[src/verilog/wwt_pkg.sv]
// Constants, register map and types shared by the windowed watchdog files.
// Assumes byte addresses on a 5-bit register port with 32-bit data.
package wwt_pkg;
    // Register port geometry
    localparam int WWT_ADDR_W = 5;
    localparam int WWT_DATA_W = 32;
    localparam int WWT_CNT_W = 24;

    // Register byte offsets
    localparam logic [WWT_ADDR_W-1:0] WWT_OFF_MODE = 5'h00;
    localparam logic [WWT_ADDR_W-1:0] WWT_OFF_TC = 5'h04;
    localparam logic [WWT_ADDR_W-1:0] WWT_OFF_FEED = 5'h08;
    localparam logic [WWT_ADDR_W-1:0] WWT_OFF_VALUE = 5'h0c;
    localparam logic [WWT_ADDR_W-1:0] WWT_OFF_CLKSEL = 5'h10;
    localparam logic [WWT_ADDR_W-1:0] WWT_OFF_WARN = 5'h14;
    localparam logic [WWT_ADDR_W-1:0] WWT_OFF_WINDOW = 5'h18;

    // Field positions in the watchdog_mode register, plus the clock select register bit
    localparam int WWT_BIT_EN = 0;
    localparam int WWT_BIT_RST = 1;
    localparam int WWT_BIT_TOF = 2;
    localparam int WWT_BIT_WINT = 3;
    localparam int WWT_BIT_PROT = 4;
    localparam int WWT_BIT_CLKSEL = 0;

    // Reset values and limits
    localparam logic [WWT_CNT_W-1:0] WWT_TC_MIN = 24'h00_00ff;
    localparam logic [WWT_CNT_W-1:0] WWT_TC_RESET = 24'h00_00ff;
    localparam logic [WWT_CNT_W-1:0] WWT_CNT_RESET = 24'h00_00ff;
    localparam logic [WWT_CNT_W-1:0] WWT_WIN_RESET = 24'hff_ffff;
    localparam logic [WWT_CNT_W-1:0] WWT_CNT_ZERO = 24'h00_0000;

    // Feed keys
    localparam logic [7:0] WWT_KEY_FIRST = 8'haa;
    localparam logic [7:0] WWT_KEY_SECOND = 8'h55;

    // Timing: prescaler terminal count and count-clock ticks to apply a write
    localparam logic [1:0] WWT_PRESC_LAST = 2'h3;
    localparam logic [1:0] WWT_SYNC_TICKS = 2'h3;

    // Feed sequence states
    typedef enum logic [1:0] {
        WWT_WAIT_FIRST = 2'b01,
        WWT_WAIT_SECOND = 2'b10
    } wwt_feed_st_t;
endpackage : wwt_pkg

[src/verilog/wwt_tick_gen.sv]
// Count clock selection and divide-by-four prescaler for the watchdog.
// Assumes both oscillator inputs are slow levels synchronous to i_clk.
`timescale 1ns/1ps
`default_nettype none
module wwt_tick_gen (
    input wire logic i_clk, // System clock
    input wire logic i_rst, // Asynchronous reset, active high
    input wire logic i_sel, // 1 selects the watchdog oscillator
    input wire logic i_fast_osc, // Internal fast oscillator level
    input wire logic i_wdog_osc, // Watchdog oscillator level
    output logic o_count_tick, // One pulse per count clock edge
    output logic o_presc_tick // One pulse per four count clock edges
);
    import wwt_pkg::*;

    typedef struct packed {
        logic prev;
        logic [1:0] div;
        logic count_tick;
        logic presc_tick;
    } wwt_tick_st_t;

    wwt_tick_st_t q;
    wwt_tick_st_t n;
    logic lvl;

    // Source mux; switching sources may give one extra tick, harmless here
    assign lvl = i_sel ? i_wdog_osc : i_fast_osc;

    // Rising edge of the count clock, then divide by four
    always_comb begin
        n = q;
        n.prev = lvl;
        n.count_tick = lvl && !q.prev;
        n.presc_tick = 1'b0;
        if (lvl && !q.prev) begin
            n.div = q.div + 2'h1;
            n.presc_tick = (q.div == WWT_PRESC_LAST);
        end
    end

    always_ff @(posedge i_clk or posedge i_rst) begin
        if (i_rst) begin
            q <= '0;
        end else begin
            q <= n;
        end
    end

    assign o_count_tick = q.count_tick;
    assign o_presc_tick = q.presc_tick;

    // Prescale pulses stay four count edges apart
    presc_ratio_a: assert property (@(posedge i_clk) disable iff (i_rst)
        q.presc_tick |-> q.count_tick && (q.div == 2'h0))
        else $error("prescale tick not on fourth count edge");
endmodule : wwt_tick_gen
`default_nettype wire

[src/verilog/wwt_feed_seq.sv]
// Two-write feed sequence checker for the watchdog.
// Assumes one write strobe per feed register access.
`timescale 1ns/1ps
`default_nettype none
module wwt_feed_seq (
    input wire logic i_clk, // System clock
    input wire logic i_rst, // Asynchronous reset, active high
    input wire logic i_wr, // Write to the feed register
    input wire logic [7:0] i_data, // Low byte of the write data
    output logic o_feed, // Pulse: complete feed seen
    output logic o_error // Pulse: feed sequence broken
);
    import wwt_pkg::*;

    typedef struct packed {
        wwt_feed_st_t st;
        logic feed;
        logic err;
    } wwt_feed_t;

    wwt_feed_t q;
    wwt_feed_t n;

    // First key arms, second key completes; anything else after arming breaks it
    always_comb begin
        n = q;
        n.feed = 1'b0;
        n.err = 1'b0;
        if (i_wr) begin
            unique case (q.st)
                WWT_WAIT_FIRST: begin
                    if (i_data == WWT_KEY_FIRST) begin
                        n.st = WWT_WAIT_SECOND;
                    end else if (i_data == WWT_KEY_SECOND) begin
                        n.err = 1'b1;
                    end
                end
                WWT_WAIT_SECOND: begin
                    n.st = WWT_WAIT_FIRST;
                    if (i_data == WWT_KEY_SECOND) begin
                        n.feed = 1'b1;
                    end else begin
                        n.err = 1'b1;
                    end
                end
            endcase
        end
    end

    always_ff @(posedge i_clk or posedge i_rst) begin
        if (i_rst) begin
            q <= '{st: WWT_WAIT_FIRST, default: '0};
        end else begin
            q <= n;
        end
    end

    assign o_feed = q.feed;
    assign o_error = q.err;

    // A completed feed needs the first key just before
    feed_pair_a: assert property (@(posedge i_clk) disable iff (i_rst)
        i_wr && (i_data == WWT_KEY_SECOND) && (q.st == WWT_WAIT_SECOND) |=> o_feed && !o_error)
        else $error("second key did not complete feed");
endmodule : wwt_feed_seq
`default_nettype wire

[src/verilog/wwt_top.sv]
// Windowed watchdog timer: registers, 24-bit down counter, window and warning.
// Assumes a simple synchronous register port and a reset controller that
// acts on o_chip_reset; oscillators arrive as levels sampled by i_clk.
`timescale 1ns/1ps
`default_nettype none
module wwt_top (
    input wire logic i_clk, // System clock, 25 MHz
    input wire logic i_rst, // Asynchronous reset, active high
    input wire logic i_wr, // Register write strobe
    input wire logic i_rd, // Register read strobe
    input wire logic [wwt_pkg::WWT_ADDR_W-1:0] i_addr, // Register byte address
    input wire logic [wwt_pkg::WWT_DATA_W-1:0] i_wdata, // Write data
    input wire logic i_fast_osc, // Internal fast oscillator level
    input wire logic i_wdog_osc, // Watchdog oscillator level
    output logic [wwt_pkg::WWT_DATA_W-1:0] o_rdata, // Read data, one cycle after i_rd
    output logic o_chip_reset, // Pulse: watchdog chip reset request
    output logic o_timeout_flag, // Timeout flag level
    output logic o_warning_flag, // Warning flag level
    output logic o_running // Timer is counting
);
    import wwt_pkg::*;

    typedef struct packed {
        logic pend_en;
        logic pend_rst;
        logic pend_prot;
        logic en_act;
        logic rst_act;
        logic prot_act;
        logic tof;
        logic wint;
        logic clksel;
        logic [WWT_CNT_W-1:0] tc;
        logic [WWT_CNT_W-1:0] tc_act;
        logic [WWT_CNT_W-1:0] warn;
        logic [WWT_CNT_W-1:0] win;
        logic [WWT_CNT_W-1:0] cnt;
        logic [WWT_CNT_W-1:0] cnt_cap;
        logic [WWT_CNT_W-1:0] cnt_bus;
        logic [1:0] apply_cnt;
        logic [1:0] tc_cnt;
        logic [WWT_DATA_W-1:0] rdata;
        logic chip_rst;
    } wwt_st_t;

    localparam wwt_st_t WWT_ST_RST = '{
        tc: WWT_TC_RESET,
        tc_act: WWT_TC_RESET,
        win: WWT_WIN_RESET,
        cnt: WWT_CNT_RESET,
        cnt_cap: WWT_CNT_RESET,
        cnt_bus: WWT_CNT_RESET,
        default: '0
    };

    wwt_st_t q;
    wwt_st_t n;
    logic count_tick;
    logic presc_tick;
    logic feed_pulse;
    logic feed_err;
    logic wr_mode;
    logic wr_tc;
    logic wr_clksel;
    logic wr_warn;
    logic wr_win;
    logic wr_feed;
    logic tc_locked;
    logic event_c;
    logic [WWT_DATA_W-1:0] mode_rd;

    // Reload value with the floor applied; used on every reload path
    function automatic logic [WWT_CNT_W-1:0] wwt_clamp(input logic [WWT_CNT_W-1:0] v);
        wwt_clamp = (v < WWT_TC_MIN) ? WWT_TC_MIN : v;
    endfunction : wwt_clamp

    // Zero-extend a counter-width value onto the data bus
    function automatic logic [WWT_DATA_W-1:0] wwt_ext(input logic [WWT_CNT_W-1:0] v);
        wwt_ext = {{(WWT_DATA_W - WWT_CNT_W){1'b0}}, v};
    endfunction : wwt_ext

    wwt_tick_gen u_tick (
        .i_clk(i_clk),
        .i_rst(i_rst),
        .i_sel(q.clksel),
        .i_fast_osc(i_fast_osc),
        .i_wdog_osc(i_wdog_osc),
        .o_count_tick(count_tick),
        .o_presc_tick(presc_tick)
    );

    wwt_feed_seq u_feed (
        .i_clk(i_clk),
        .i_rst(i_rst),
        .i_wr(wr_feed),
        .i_data(i_wdata[7:0]),
        .o_feed(feed_pulse),
        .o_error(feed_err)
    );

    // Address decode of the write strobes
    assign wr_mode = i_wr && (i_addr == WWT_OFF_MODE);
    assign wr_tc = i_wr && (i_addr == WWT_OFF_TC);
    assign wr_feed = i_wr && (i_addr == WWT_OFF_FEED);
    assign wr_clksel = i_wr && (i_addr == WWT_OFF_CLKSEL);
    assign wr_warn = i_wr && (i_addr == WWT_OFF_WARN);
    assign wr_win = i_wr && (i_addr == WWT_OFF_WINDOW);

    // With protection applied, reload is locked until the counter is at or below both compare points
    assign tc_locked = q.prot_act && ((q.cnt > q.warn) || (q.cnt > q.win));

    // Mode readback: software sees what it wrote plus both flags
    always_comb begin
        mode_rd = '0;
        mode_rd[WWT_BIT_EN] = q.pend_en;
        mode_rd[WWT_BIT_RST] = q.pend_rst;
        mode_rd[WWT_BIT_TOF] = q.tof;
        mode_rd[WWT_BIT_WINT] = q.wint;
        mode_rd[WWT_BIT_PROT] = q.pend_prot;
    end

    // Next state: bus access first, then hardware events so a set beats a clear
    always_comb begin
        n = q;
        n.chip_rst = 1'b0;
        event_c = 1'b0;

        // Read mux; unmapped and write-only offsets read as zero
        if (i_rd) begin
            case (i_addr)
                WWT_OFF_MODE: n.rdata = mode_rd;
                WWT_OFF_TC: n.rdata = wwt_ext(q.tc);
                WWT_OFF_VALUE: n.rdata = wwt_ext(q.cnt_bus);
                WWT_OFF_CLKSEL: n.rdata = {{(WWT_DATA_W - 1){1'b0}}, q.clksel};
                WWT_OFF_WARN: n.rdata = wwt_ext(q.warn);
                WWT_OFF_WINDOW: n.rdata = wwt_ext(q.win);
                default: n.rdata = '0;
            endcase
        end

        // Mode write: sticky bits only ever set, flags only cleared by a 0
        if (wr_mode) begin
            n.pend_en = q.pend_en | i_wdata[WWT_BIT_EN];
            n.pend_rst = q.pend_rst | i_wdata[WWT_BIT_RST];
            n.pend_prot = q.pend_prot | i_wdata[WWT_BIT_PROT];
            if (!i_wdata[WWT_BIT_TOF]) begin
                n.tof = 1'b0;
            end
            if (!i_wdata[WWT_BIT_WINT]) begin
                n.wint = 1'b0;
            end
        end

        // Timeout constant: refused and flagged while protection holds
        if (wr_tc) begin
            if (tc_locked) begin
                event_c = 1'b1;
            end else begin
                n.tc = i_wdata[WWT_CNT_W-1:0];
                n.tc_cnt = WWT_SYNC_TICKS;
            end
        end
        if (wr_clksel) begin
            n.clksel = i_wdata[WWT_BIT_CLKSEL];
        end
        if (wr_warn) begin
            n.warn = i_wdata[WWT_CNT_W-1:0];
        end
        if (wr_win) begin
            n.win = i_wdata[WWT_CNT_W-1:0];
        end

        // Count clock edge: finish pending applies and capture the count
        if (count_tick) begin
            n.cnt_cap = q.cnt;
            if (q.tc_cnt != 2'h0) begin
                n.tc_cnt = q.tc_cnt - 2'h1;
                if (q.tc_cnt == 2'h1) begin
                    n.tc_act = q.tc;
                end
            end
            if (q.apply_cnt != 2'h0) begin
                n.apply_cnt = q.apply_cnt - 2'h1;
                if (q.apply_cnt == 2'h1) begin
                    n.en_act = q.pend_en;
                    n.rst_act = q.pend_rst;
                    n.prot_act = q.pend_prot;
                    n.cnt = wwt_clamp(q.tc_act);
                end
            end
        end

        // Completed feed: early feeds are events, good ones start the apply delay.
        // Placed after the tick so a feed landing on a tick restarts the delay
        if (feed_pulse) begin
            if (q.en_act && (q.cnt > q.win)) begin
                event_c = 1'b1;
            end else begin
                n.apply_cnt = WWT_SYNC_TICKS;
            end
        end
        if (feed_err && q.en_act) begin
            event_c = 1'b1;
        end

        // Prescaled tick: decrement, warn on match, event at zero
        if (presc_tick && q.en_act && (q.apply_cnt == 2'h0)) begin
            if (q.cnt == WWT_CNT_ZERO) begin
                event_c = 1'b1;
            end else begin
                n.cnt = q.cnt - 24'h00_0001;
            end
            if (q.cnt == q.warn) begin
                n.wint = 1'b1;
            end
        end

        // Second stage of the read path, read only by the bus mux
        n.cnt_bus = q.cnt_cap;

        // Watchdog event: set the flag; with reset enabled restore reset state except read data, the flag and the chip reset pulse
        if (event_c) begin
            n.tof = 1'b1;
            if (q.rst_act) begin
                n = WWT_ST_RST;
                n.rdata = q.rdata;
                n.tof = 1'b1;
                n.chip_rst = 1'b1;
            end
        end
    end

    // Single register stage for all state
    always_ff @(posedge i_clk or posedge i_rst) begin
        if (i_rst) begin
            q <= WWT_ST_RST;
        end else begin
            q <= n;
        end
    end

    // Outputs straight from flops
    assign o_rdata = q.rdata;
    assign o_chip_reset = q.chip_rst;
    assign o_timeout_flag = q.tof;
    assign o_warning_flag = q.wint;
    assign o_running = q.en_act;

    // Apply always loads at least the floor value
    reload_floor_a: assert property (@(posedge i_clk) disable iff (i_rst)
        count_tick && (q.apply_cnt == 2'h1) && !event_c |=> q.cnt >= WWT_TC_MIN)
        else $error("counter reloaded below floor");

    // Good feed arms the apply delay with the full tick count
    feed_apply_a: assert property (@(posedge i_clk) disable iff (i_rst)
        feed_pulse && !event_c |=> q.apply_cnt == WWT_SYNC_TICKS)
        else $error("feed did not start apply delay");

    // Zero reached while running sets the timeout flag
    underflow_flag_a: assert property (@(posedge i_clk) disable iff (i_rst)
        presc_tick && q.en_act && (q.apply_cnt == 2'h0) && (q.cnt == WWT_CNT_ZERO) |=> q.tof)
        else $error("underflow did not set timeout flag");

    // Early feed is flagged
    early_feed_a: assert property (@(posedge i_clk) disable iff (i_rst)
        feed_pulse && q.en_act && (q.cnt > q.win) |=> q.tof && (q.apply_cnt == $past(q.apply_cnt)
            || q.chip_rst))
        else $error("early feed not treated as event");

    // Event with reset enabled pulses chip reset and stops the timer
    chip_reset_a: assert property (@(posedge i_clk) disable iff (i_rst)
        event_c && q.rst_act |=> q.chip_rst && q.tof && !q.en_act ##1 !q.chip_rst)
        else $error("watchdog reset not issued");

    // Sticky enable survives any software write
    sticky_en_a: assert property (@(posedge i_clk) disable iff (i_rst)
        q.pend_en && !(event_c && q.rst_act) |=> q.pend_en)
        else $error("enable bit cleared by software");

    // Warning match sets the warning flag
    warn_match_a: assert property (@(posedge i_clk) disable iff (i_rst)
        presc_tick && q.en_act && (q.apply_cnt == 2'h0) && (q.cnt == q.warn) && !q.rst_act |=> q.wint)
        else $error("warning flag missed compare match");

    // Locked reload write leaves the constant and raises the flag
    protect_lock_a: assert property (@(posedge i_clk) disable iff (i_rst)
        wr_tc && tc_locked && !q.rst_act |=> q.tof && $stable(q.tc))
        else $error("protected reload value changed");

    // Broken sequence while running is an event
    feed_error_a: assert property (@(posedge i_clk) disable iff (i_rst)
        feed_err && q.en_act |=> q.tof)
        else $error("feed error not flagged");
endmodule : wwt_top
`default_nettype wire

[config.mk]
export PLATFORM = sky130hd
export DESIGN_NAME = wwt_top
export DESIGN_NICKNAME = d
export VERILOG_FILES = /design/src/verilog/wwt_pkg.sv /design/src/verilog/wwt_tick_gen.sv /design/src/verilog/wwt_feed_seq.sv /design/src/verilog/wwt_top.sv
export SDC_FILE = /design/constraint.sdc
export NUM_CORES = 1
export LEC_CHECK = 0
export ABC_CLOCK_PERIOD_IN_PS = 9300
export BUFFER_PORTS_ARGS = -buffer_cell sky130_fd_sc_hd__buf_2
export CAP_MARGIN = 20
export CORE_ASPECT_RATIO = 0.6
export CORE_UTILIZATION = 55
export CTS_BUF_LIST = sky130_fd_sc_hd__clkbuf_16
export DETAILED_ROUTE_END_ITERATION = 6
export MAX_ROUTING_LAYER = met4
export PLACE_DENSITY = 0.8
export SLEW_MARGIN = 10
export SYNTH_ARGS = -nofsm -noshare
export SYNTH_HDL_FRONTEND = slang
export SYNTH_SLANG_ARGS = --single-unit
export TNS_END_PERCENT = 50
[constraint.sdc]
create_clock -name i_clk -period 9.3 [get_ports i_clk]
set_input_delay 1.395 -clock i_clk [delete_from_list [all_inputs] [get_ports i_clk]]
set_output_delay 1.395 -clock i_clk [all_outputs]
set_load 0.05 [all_outputs]
==> impl_metrics.env, run 1 <==
export IMPL_post_cts_buffers=0
export IMPL_hold_slack_ns=0.4443
export IMPL_grt_overflow_total=0
export IMPL_drv_cap=0
export IMPL_dpl_instance_area_um2=11740
export IMPL_fin_ws_ns=4.565
export IMPL_grt_pass1_wl_um=46950
export IMPL_synth_fp_nets=1271
export IMPL_hold_viol=0
export IMPL_crit_type="reg2reg"
export IMPL_slew_headroom_pct=28.25
export IMPL_synth_xor_area_share_pct=0.3065
export IMPL_track_usage_pct=28.89
export IMPL_gp_congestion=0.9126
export IMPL_stdcell_count=1478
export IMPL_dr_wl_met2_um=12340
export IMPL_synth_edf_count=0
export IMPL_clkTransAtPathRegs_ns=0.06
export IMPL_rsz0062_at_grt="false"
export IMPL_drive_above_1_share_pct=18.59
export IMPL_cts_tree="built"
export IMPL_regToRegEndpoint="o_rdata[13]"
export IMPL_place_ws_ns=4.768
export IMPL_skew_ns=0.01282
export IMPL_critical_path_max_fanout=92
export IMPL_reg2regPathDepth=13
export IMPL_ys_async_sr_fraction_pct=100.0
export IMPL_final_nets=1283
export IMPL_drtPass1Iterations=6
export IMPL_die_w_um=188.1
export IMPL_wl_met3_um=3487
export IMPL_worst_r2r_setup_slack_ns=4.56
export IMPL_htree_levels=1
export IMPL_cts_buffers=22
export IMPL_finalCritPeriodShare_pct=50.92
export IMPL_crit_start="q[124]"
export IMPL_ir_worst_vdd_uv=141.4
export IMPL_wl_met1_um=13260
export IMPL_synth_seq_cells=223
export IMPL_routed_top_layer="met4"
export IMPL_synth_distinct_cells=65
export IMPL_die_h_um=113.7
export IMPL_row_count=40
export IMPL_fin_util_pct=61.74
export IMPL_diodes=0
export IMPL_multi_input_area_um2=5041
export IMPL_finalCriticalPeriod_ns=4.735
export IMPL_leakage_nw=5.734
export IMPL_hold_path_startpoint="u_tick.q[4]"
export IMPL_tightest_slew_ns=1.076
export IMPL_crit_required_ns=9.72
export IMPL_portBuffers=70
export IMPL_route_detailed_drc=0
export IMPL_tns_ns=0
export IMPL_antenna_found_initial=0
export IMPL_hold_class="reg2reg"
export IMPL_setup_viol=0
export IMPL_place_detailed_hpwl_um=19460
export IMPL_avgSynthCellArea_um2=9.711
export IMPL_drt_initial_drc_count=1218
export IMPL_final_cell_area_um2=12450
export IMPL_coreArea_um2=20170
export IMPL_cts_sinks=223
export IMPL_grt_pass1_vias=8461
export IMPL_root_buffer="clkbuf_16"
export IMPL_grt_max_degree=150
export IMPL_hold_buffers=0
export IMPL_synth_mux_area_share_pct=6.951
export IMPL_synth_top_cell_area_share_pct=34.59
export IMPL_fill_cells=1556
export IMPL_synthAdderAreaFrac_pct=5.583
export IMPL_critical_path_arrival_ns=5.16
export IMPL_syn_to_final_growth_pct=8.943
export IMPL_start_util_pct=56.67
export IMPL_io_pin_count=79
export IMPL_final_common_cell="nand2_1"
export IMPL_synthCells=1177
export IMPL_slew_violations=0
export IMPL_synth_compound_area_share_pct=13.87
export IMPL_syn_area_um2=11430
export IMPL_regToRegStartpoint="q[124]"
export IMPL_post_cts_resize_count=0
export IMPL_cp_end_kind="flop"
export IMPL_p_total_mw=3.722
export IMPL_viasPerCell=6.223
export IMPL_hold_path_endpoint="u_tick.o_count_tick"
export IMPL_yosysSeqAreaShare_pct=49.53
export IMPL_synthTopCellsByArea="dfrtp_1, dfstp_2, nand2_1"
export IMPL_final_cell_mix="nand2_1, dfrtp_1, a21oi_1"
export IMPL_worstSetupStartpointType="flop"
export IMPL_yosys_area_top_type="dfrtp_1"
export IMPL_wl_per_cell_um=20.03
export IMPL_cts_buffer_depth=3
export IMPL_power_density_nw_per_um2=298.9
export IMPL_die_area_um2=21380
export IMPL_clk_latency_ns=0.51
export IMPL_dr_total_vias=9198
export IMPL_ff_latch_area_um2=5662
export IMPL_synth_warnings=0
export IMPL_hold_path_depth=1
export IMPL_drtAntennaViolNets=0
export IMPL_max_freq_mhz=211.2
export IMPL_yosys_area_share_simple_pct=17.21
export IMPL_dp_cells=1437
export IMPL_status="finished, final reports clean"
export IMPL_wirelength_um=29600
export IMPL_ys_flop_type="dfrtp_1"
export IMPL_synth_top_family_by_area="simple AND/OR/NAND/NOR gates"
==> cells by family after synthesis <==
family | Yosys count
and+or+nand+nor | 416
AOI/OAI and AO/OA | 249
DFF | 223
buffers and inverters | 158
muxes | 76
adders and majority gates | 51
xor gates and xnor gates | 4
==> sequential cells by signal, summed over array words and instances, names as in the netlist <==
register             cells
mode_rd                  3
o_chip_reset             1
o_rdata                 32
o_running                1
o_timeout_flag           1
o_warning_flag           1
q                      175
u_feed.o_error           1
u_feed.o_feed            1
u_feed.q                 2
u_tick.o_count_tick      1
u_tick.o_presc_tick      1
u_tick.q                 3
==> metal layers <==
layer	GRT usage, %	up-vias
li1	-	4147
met1	42.56	4501
met2	39.90	501
met3	7.538	49
met4	5.854	0
met5	-	-
==> cells in the mapped netlist, drive strengths merged (25+ instances only) <==
cell,instances
buf,57
clkbuf,42
mux2i,49
a21oi,106
nand2,196
o211ai,30
dfstp,65
o21ai,34
dfrtp,158
nor2,71
inv,59
nand3,25
and2,27
mux2,27
ha,51
==> cell type report <==
class | instances | area share, %
sequential | 223 | 45.47
multi-input combinational | 796 | 40.48
clock buffer | 23 | 4.622
timing repair buffer | 87 | 3.899
tap | 273 | 2.743
inverter | 59 | 1.839
clock inverter | 17 | 0.9445
==> worst max-delay path, cell delays in order (launching register included) <==
cell and delay [ns]:
dfstp_2 0.53, inv_1 0.06, ha_1 0.31, nand4_1 0.15, nor4_1 0.80, nand2_1 0.16
nor3_1 0.47, nand2b_1 0.19, nor3b_1 0.09, o31ai_4 0.31, buf_4 0.37, buf_4 0.79
a21oi_1 0.18, a31oi_1 0.18
==> power by group <==
part           leakage [nW]  internal, mW  switching, mW
Sequential             2.68          1.40          0.351
Clock                 0.375         0.499          0.367
Combinational          2.68         0.465          0.636
==> worst max-delay path by stage <==
| stage | to | slack (ns) |
|---|---|---|
| after floorplan | mode_rd[0] | 1.91 |
| after global placement | o_rdata[16] | 4.84 |
| after detailed placement | o_rdata[18] | 4.77 |
| after CTS | o_rdata[14] | 4.67 |
| after global routing | o_rdata[17] | 4.31 |
| final | o_rdata[13] | 4.56 |
Note: power is estimated with default switching activity, not from simulation.
==> run 2, diff against run 1 <==
--- a/config.mk
+++ b/config.mk
@@ -5,7 +5,8 @@
 export SDC_FILE = /design/constraint.sdc
 export NUM_CORES = 1
 export LEC_CHECK = 0
-export ABC_CLOCK_PERIOD_IN_PS = 9300
+export ABC_AREA = 1
+export ABC_CLOCK_PERIOD_IN_PS = 4400
 export BUFFER_PORTS_ARGS = -buffer_cell sky130_fd_sc_hd__buf_2
 export CAP_MARGIN = 20
 export CORE_ASPECT_RATIO = 0.6
@@ -13,7 +14,7 @@
 export CTS_BUF_LIST = sky130_fd_sc_hd__clkbuf_16
 export DETAILED_ROUTE_END_ITERATION = 6
 export MAX_ROUTING_LAYER = met4
-export PLACE_DENSITY = 0.8
+export PLACE_DENSITY = 0.79
 export SLEW_MARGIN = 10
 export SYNTH_ARGS = -nofsm -noshare
 export SYNTH_HDL_FRONTEND = slang
==> constraint.sdc (replaced) <==
create_clock -name i_clk -period 4.4 [get_ports i_clk]
set_input_delay 0.66 -clock i_clk [delete_from_list [all_inputs] [get_ports i_clk]]
set_output_delay 0.66 -clock i_clk [all_outputs]
set_load 0.05 [all_outputs]
==> run 2 against run 1 <==
  * Critical path depth increased by 3
  * Combinational power increased to 2.7 times the previous value
  * Power increased by 130%
  * Non-clock buffer count increased by 8
  * Synthesized cell count increased by 44%
  * Count of clock-buffer cells in the layout decreased by 2
  * First-iteration DRC count increased by 0.99%
  * Register-to-register slack got worse by 3.3 ns
==> impl_metrics.env, run 2 <==
export IMPL_antenna_found_initial=0
export IMPL_place_detailed_hpwl_um=24400
export IMPL_io_pin_count=79
export IMPL_synth_warnings=0
export IMPL_ir_worst_vdd_uv=308.2
export IMPL_syn_area_um2=12750
export IMPL_final_cell_mix="nand2_1, nor2_1, o21ai_0"
export IMPL_tightest_slew_ns=0.9921
export IMPL_yosys_area_top_type="dfrtp_1"
export IMPL_path_cells="inv_1 -> ha_1 -> nand2_1 -> nor2_1 -> nand4_1 -> nor2_1 -> nand2_1 -> nand3_1 -> nand2_1 -> nand2_2 -> nand3_4 -> nand2_4 -> nand2_2 -> inv_4 -> buf_4 -> nor2_1"
export IMPL_clk_latency_ns=0.53
export IMPL_hold_buffers=0
export IMPL_synth_seq_cells=223
export IMPL_die_area_um2=23820
export IMPL_cts_sinks=223
export IMPL_post_cts_resize_count=0
export IMPL_yosysMostFrequentCell="nand2_1"
export IMPL_synth_edf_count=0
export IMPL_tns_ns=0
export IMPL_grt_overflow_total=0
export IMPL_diodes=0
export IMPL_rsz0062_at_grt="false"
export IMPL_cp_end_kind="flop"
export IMPL_synthCells=1699
export IMPL_synth_top_cell_area_share_pct=31.00
export IMPL_syn_to_final_growth_pct=7.337
export IMPL_wirelength_um=35600
export IMPL_finalCriticalPeriod_ns=3.181
export IMPL_die_h_um=120.0
export IMPL_cts_tree="built"
export IMPL_post_cts_buffers=0
export IMPL_slew_headroom_pct=33.79
export IMPL_stdcell_count=2021
export IMPL_crit_type="reg2reg"
export IMPL_ys_top_cells_by_count="nand2_1, nor2_1, o21ai_0"
export IMPL_skew_ns=0.01766
export IMPL_portBuffers=70
export IMPL_coreArea_um2=22390
export IMPL_critPathTopFamily="simple AND/OR/NAND/NOR gates"
export IMPL_grt_pass1_vias=11090
export IMPL_worstSetupStartpointType="flop"
export IMPL_htree_levels=1
export IMPL_viasPerCell=5.718
export IMPL_row_count=42
export IMPL_critical_path_buf_inv_count=3
export IMPL_dp_cells=1984
export IMPL_die_w_um=198.6
export IMPL_critical_path_max_fanout=41
export IMPL_max_freq_mhz=314.4
export IMPL_synth_distinct_cells=44
export IMPL_drt_initial_drc_count=1230
export IMPL_drv_cap=0
export IMPL_start_util_pct=56.98
export IMPL_p_total_mw=8.453
export IMPL_setup_viol=0
export IMPL_slew_violations=0
export IMPL_crit_required_ns=4.79
export IMPL_gp_congestion=0.9604
export IMPL_track_usage_pct=32.07
export IMPL_yosysSeqAreaShare_pct=44.39
export IMPL_final_common_cell="nand2_1"
export IMPL_drive_above_1_share_pct=12.61
export IMPL_clkTransAtPathRegs_ns=0.06
export IMPL_dr_total_vias=11560
export IMPL_leakage_nw=6.920
export IMPL_largest_register="q"
export IMPL_cpPeakStageDelay_ns=0.52
export IMPL_final_nets=1793
export IMPL_hold_class="in2async"
export IMPL_root_buffer="clkbuf_16"
export IMPL_ys_async_sr_fraction_pct=100.0
export IMPL_finalCritPeriodShare_pct=72.29
export IMPL_cts_buffer_depth=3
export IMPL_drtPass1Iterations=6
export IMPL_cts_buffers=21
export IMPL_hold_viol=0
export IMPL_ys_flop_type="dfrtp_1"
export IMPL_wl_per_cell_um=17.61
export IMPL_grt_pass1_wl_um=58180
export IMPL_status="finished, final reports clean"
export IMPL_crit_slowest_cell="dfstp_2"
export IMPL_power_density_nw_per_um2=617.4
export IMPL_synthTopCellsByArea="dfrtp_1, dfstp_2, nand2_1"
export IMPL_largest_reg_flops=175
export IMPL_avgSynthCellArea_um2=7.507
export IMPL_route_detailed_drc=0
export IMPL_synth_fp_nets=1793
export IMPL_grt_max_degree=114
export IMPL_critical_path_arrival_ns=3.57
export IMPL_drtAntennaViolNets=0
-- run 2: worst register-to-register path, stage by stage, from the launching register on --
cell and delay [ns]:
dfstp_2 0.52, inv_1 0.06, ha_1 0.30, nand2_1 0.08
nor2_1 0.31, nand4_1 0.17, nor2_1 0.22, nand2_1 0.08
nand3_1 0.12, nand2_1 0.08, nand2_2 0.09, nand3_4 0.08
nand2_4 0.08, nand2_2 0.07, inv_4 0.38, buf_4 0.35
nor2_1 0.09
-- run 2: layout make-up --
cell class	instances	area, um2
Timing Repair Buffer	95	563.0
Sequential cell	223	5663
Inverter	183	693.2
Fill cell	2029	8696
Multi-Input combinational cell	1175	5715
Clock inverter	16	145.1
Clock buffer	21	525.5
Tap cell	308	385.4
-- run 2: cell families (layout without fill, tap and decap cells) --
logic type	Yosys count	after routing	share of synthesized area [%]
mux	3	3	0.2354
xor+xnor	10	10	0.6867
flops	223	223	44.39
simple gates	805	805	26.20
buf+inv	301	315	10.82
fa+ha+maj	51	51	5.003
compound gates	306	306	12.66
-- run 2: worst paths after layout --
check	start	to	slack, ns	cells past startpoint
worst max-delay path	q[124]	q[33]	1.22	16
worst min-delay path	i_rst	q[193]	0.08	2
worst min register to register	q[67]	q[43]	0.45	2
worst max register to register	q[124]	q[33]	1.22	16
max in group asynchronous	i_rst	o_rdata[4]	3.39	3
min in group i_clk	i_fast_osc	u_tick.q[4]	0.40	3
-- run 2: metal layers --
layer	global-route usage [%]	vias to the layer above	wire (um)
met5	-	-	0
met4	8.846	0	910
li1	-	5440	-
met1	46.67	5545	16240
met2	46.39	507	15250
met3	4.947	64	3198
-- run 2: power by group --
group          switching (mW)  internal (mW)  leakage, nW
combinational            1.97           1.05         4.03
clock                   0.806           1.04        0.345
sequential              0.591           2.99         2.55
-- run 2: metrics by stage --
stage                     hold WS [ns]  utilization, %  cell area [um2]  worst slack [ns]
after CTS                      0.07150           61.16            13690             1.191
after floorplan                 0.4215               -            12760            0.8830
final                          0.07541           61.16            13690             1.219
after global routing           0.07857           61.16            13690            0.9949
after detailed placement        0.4394           58.16            13020             1.226
after global placement          0.4329           58.16            13020             1.340
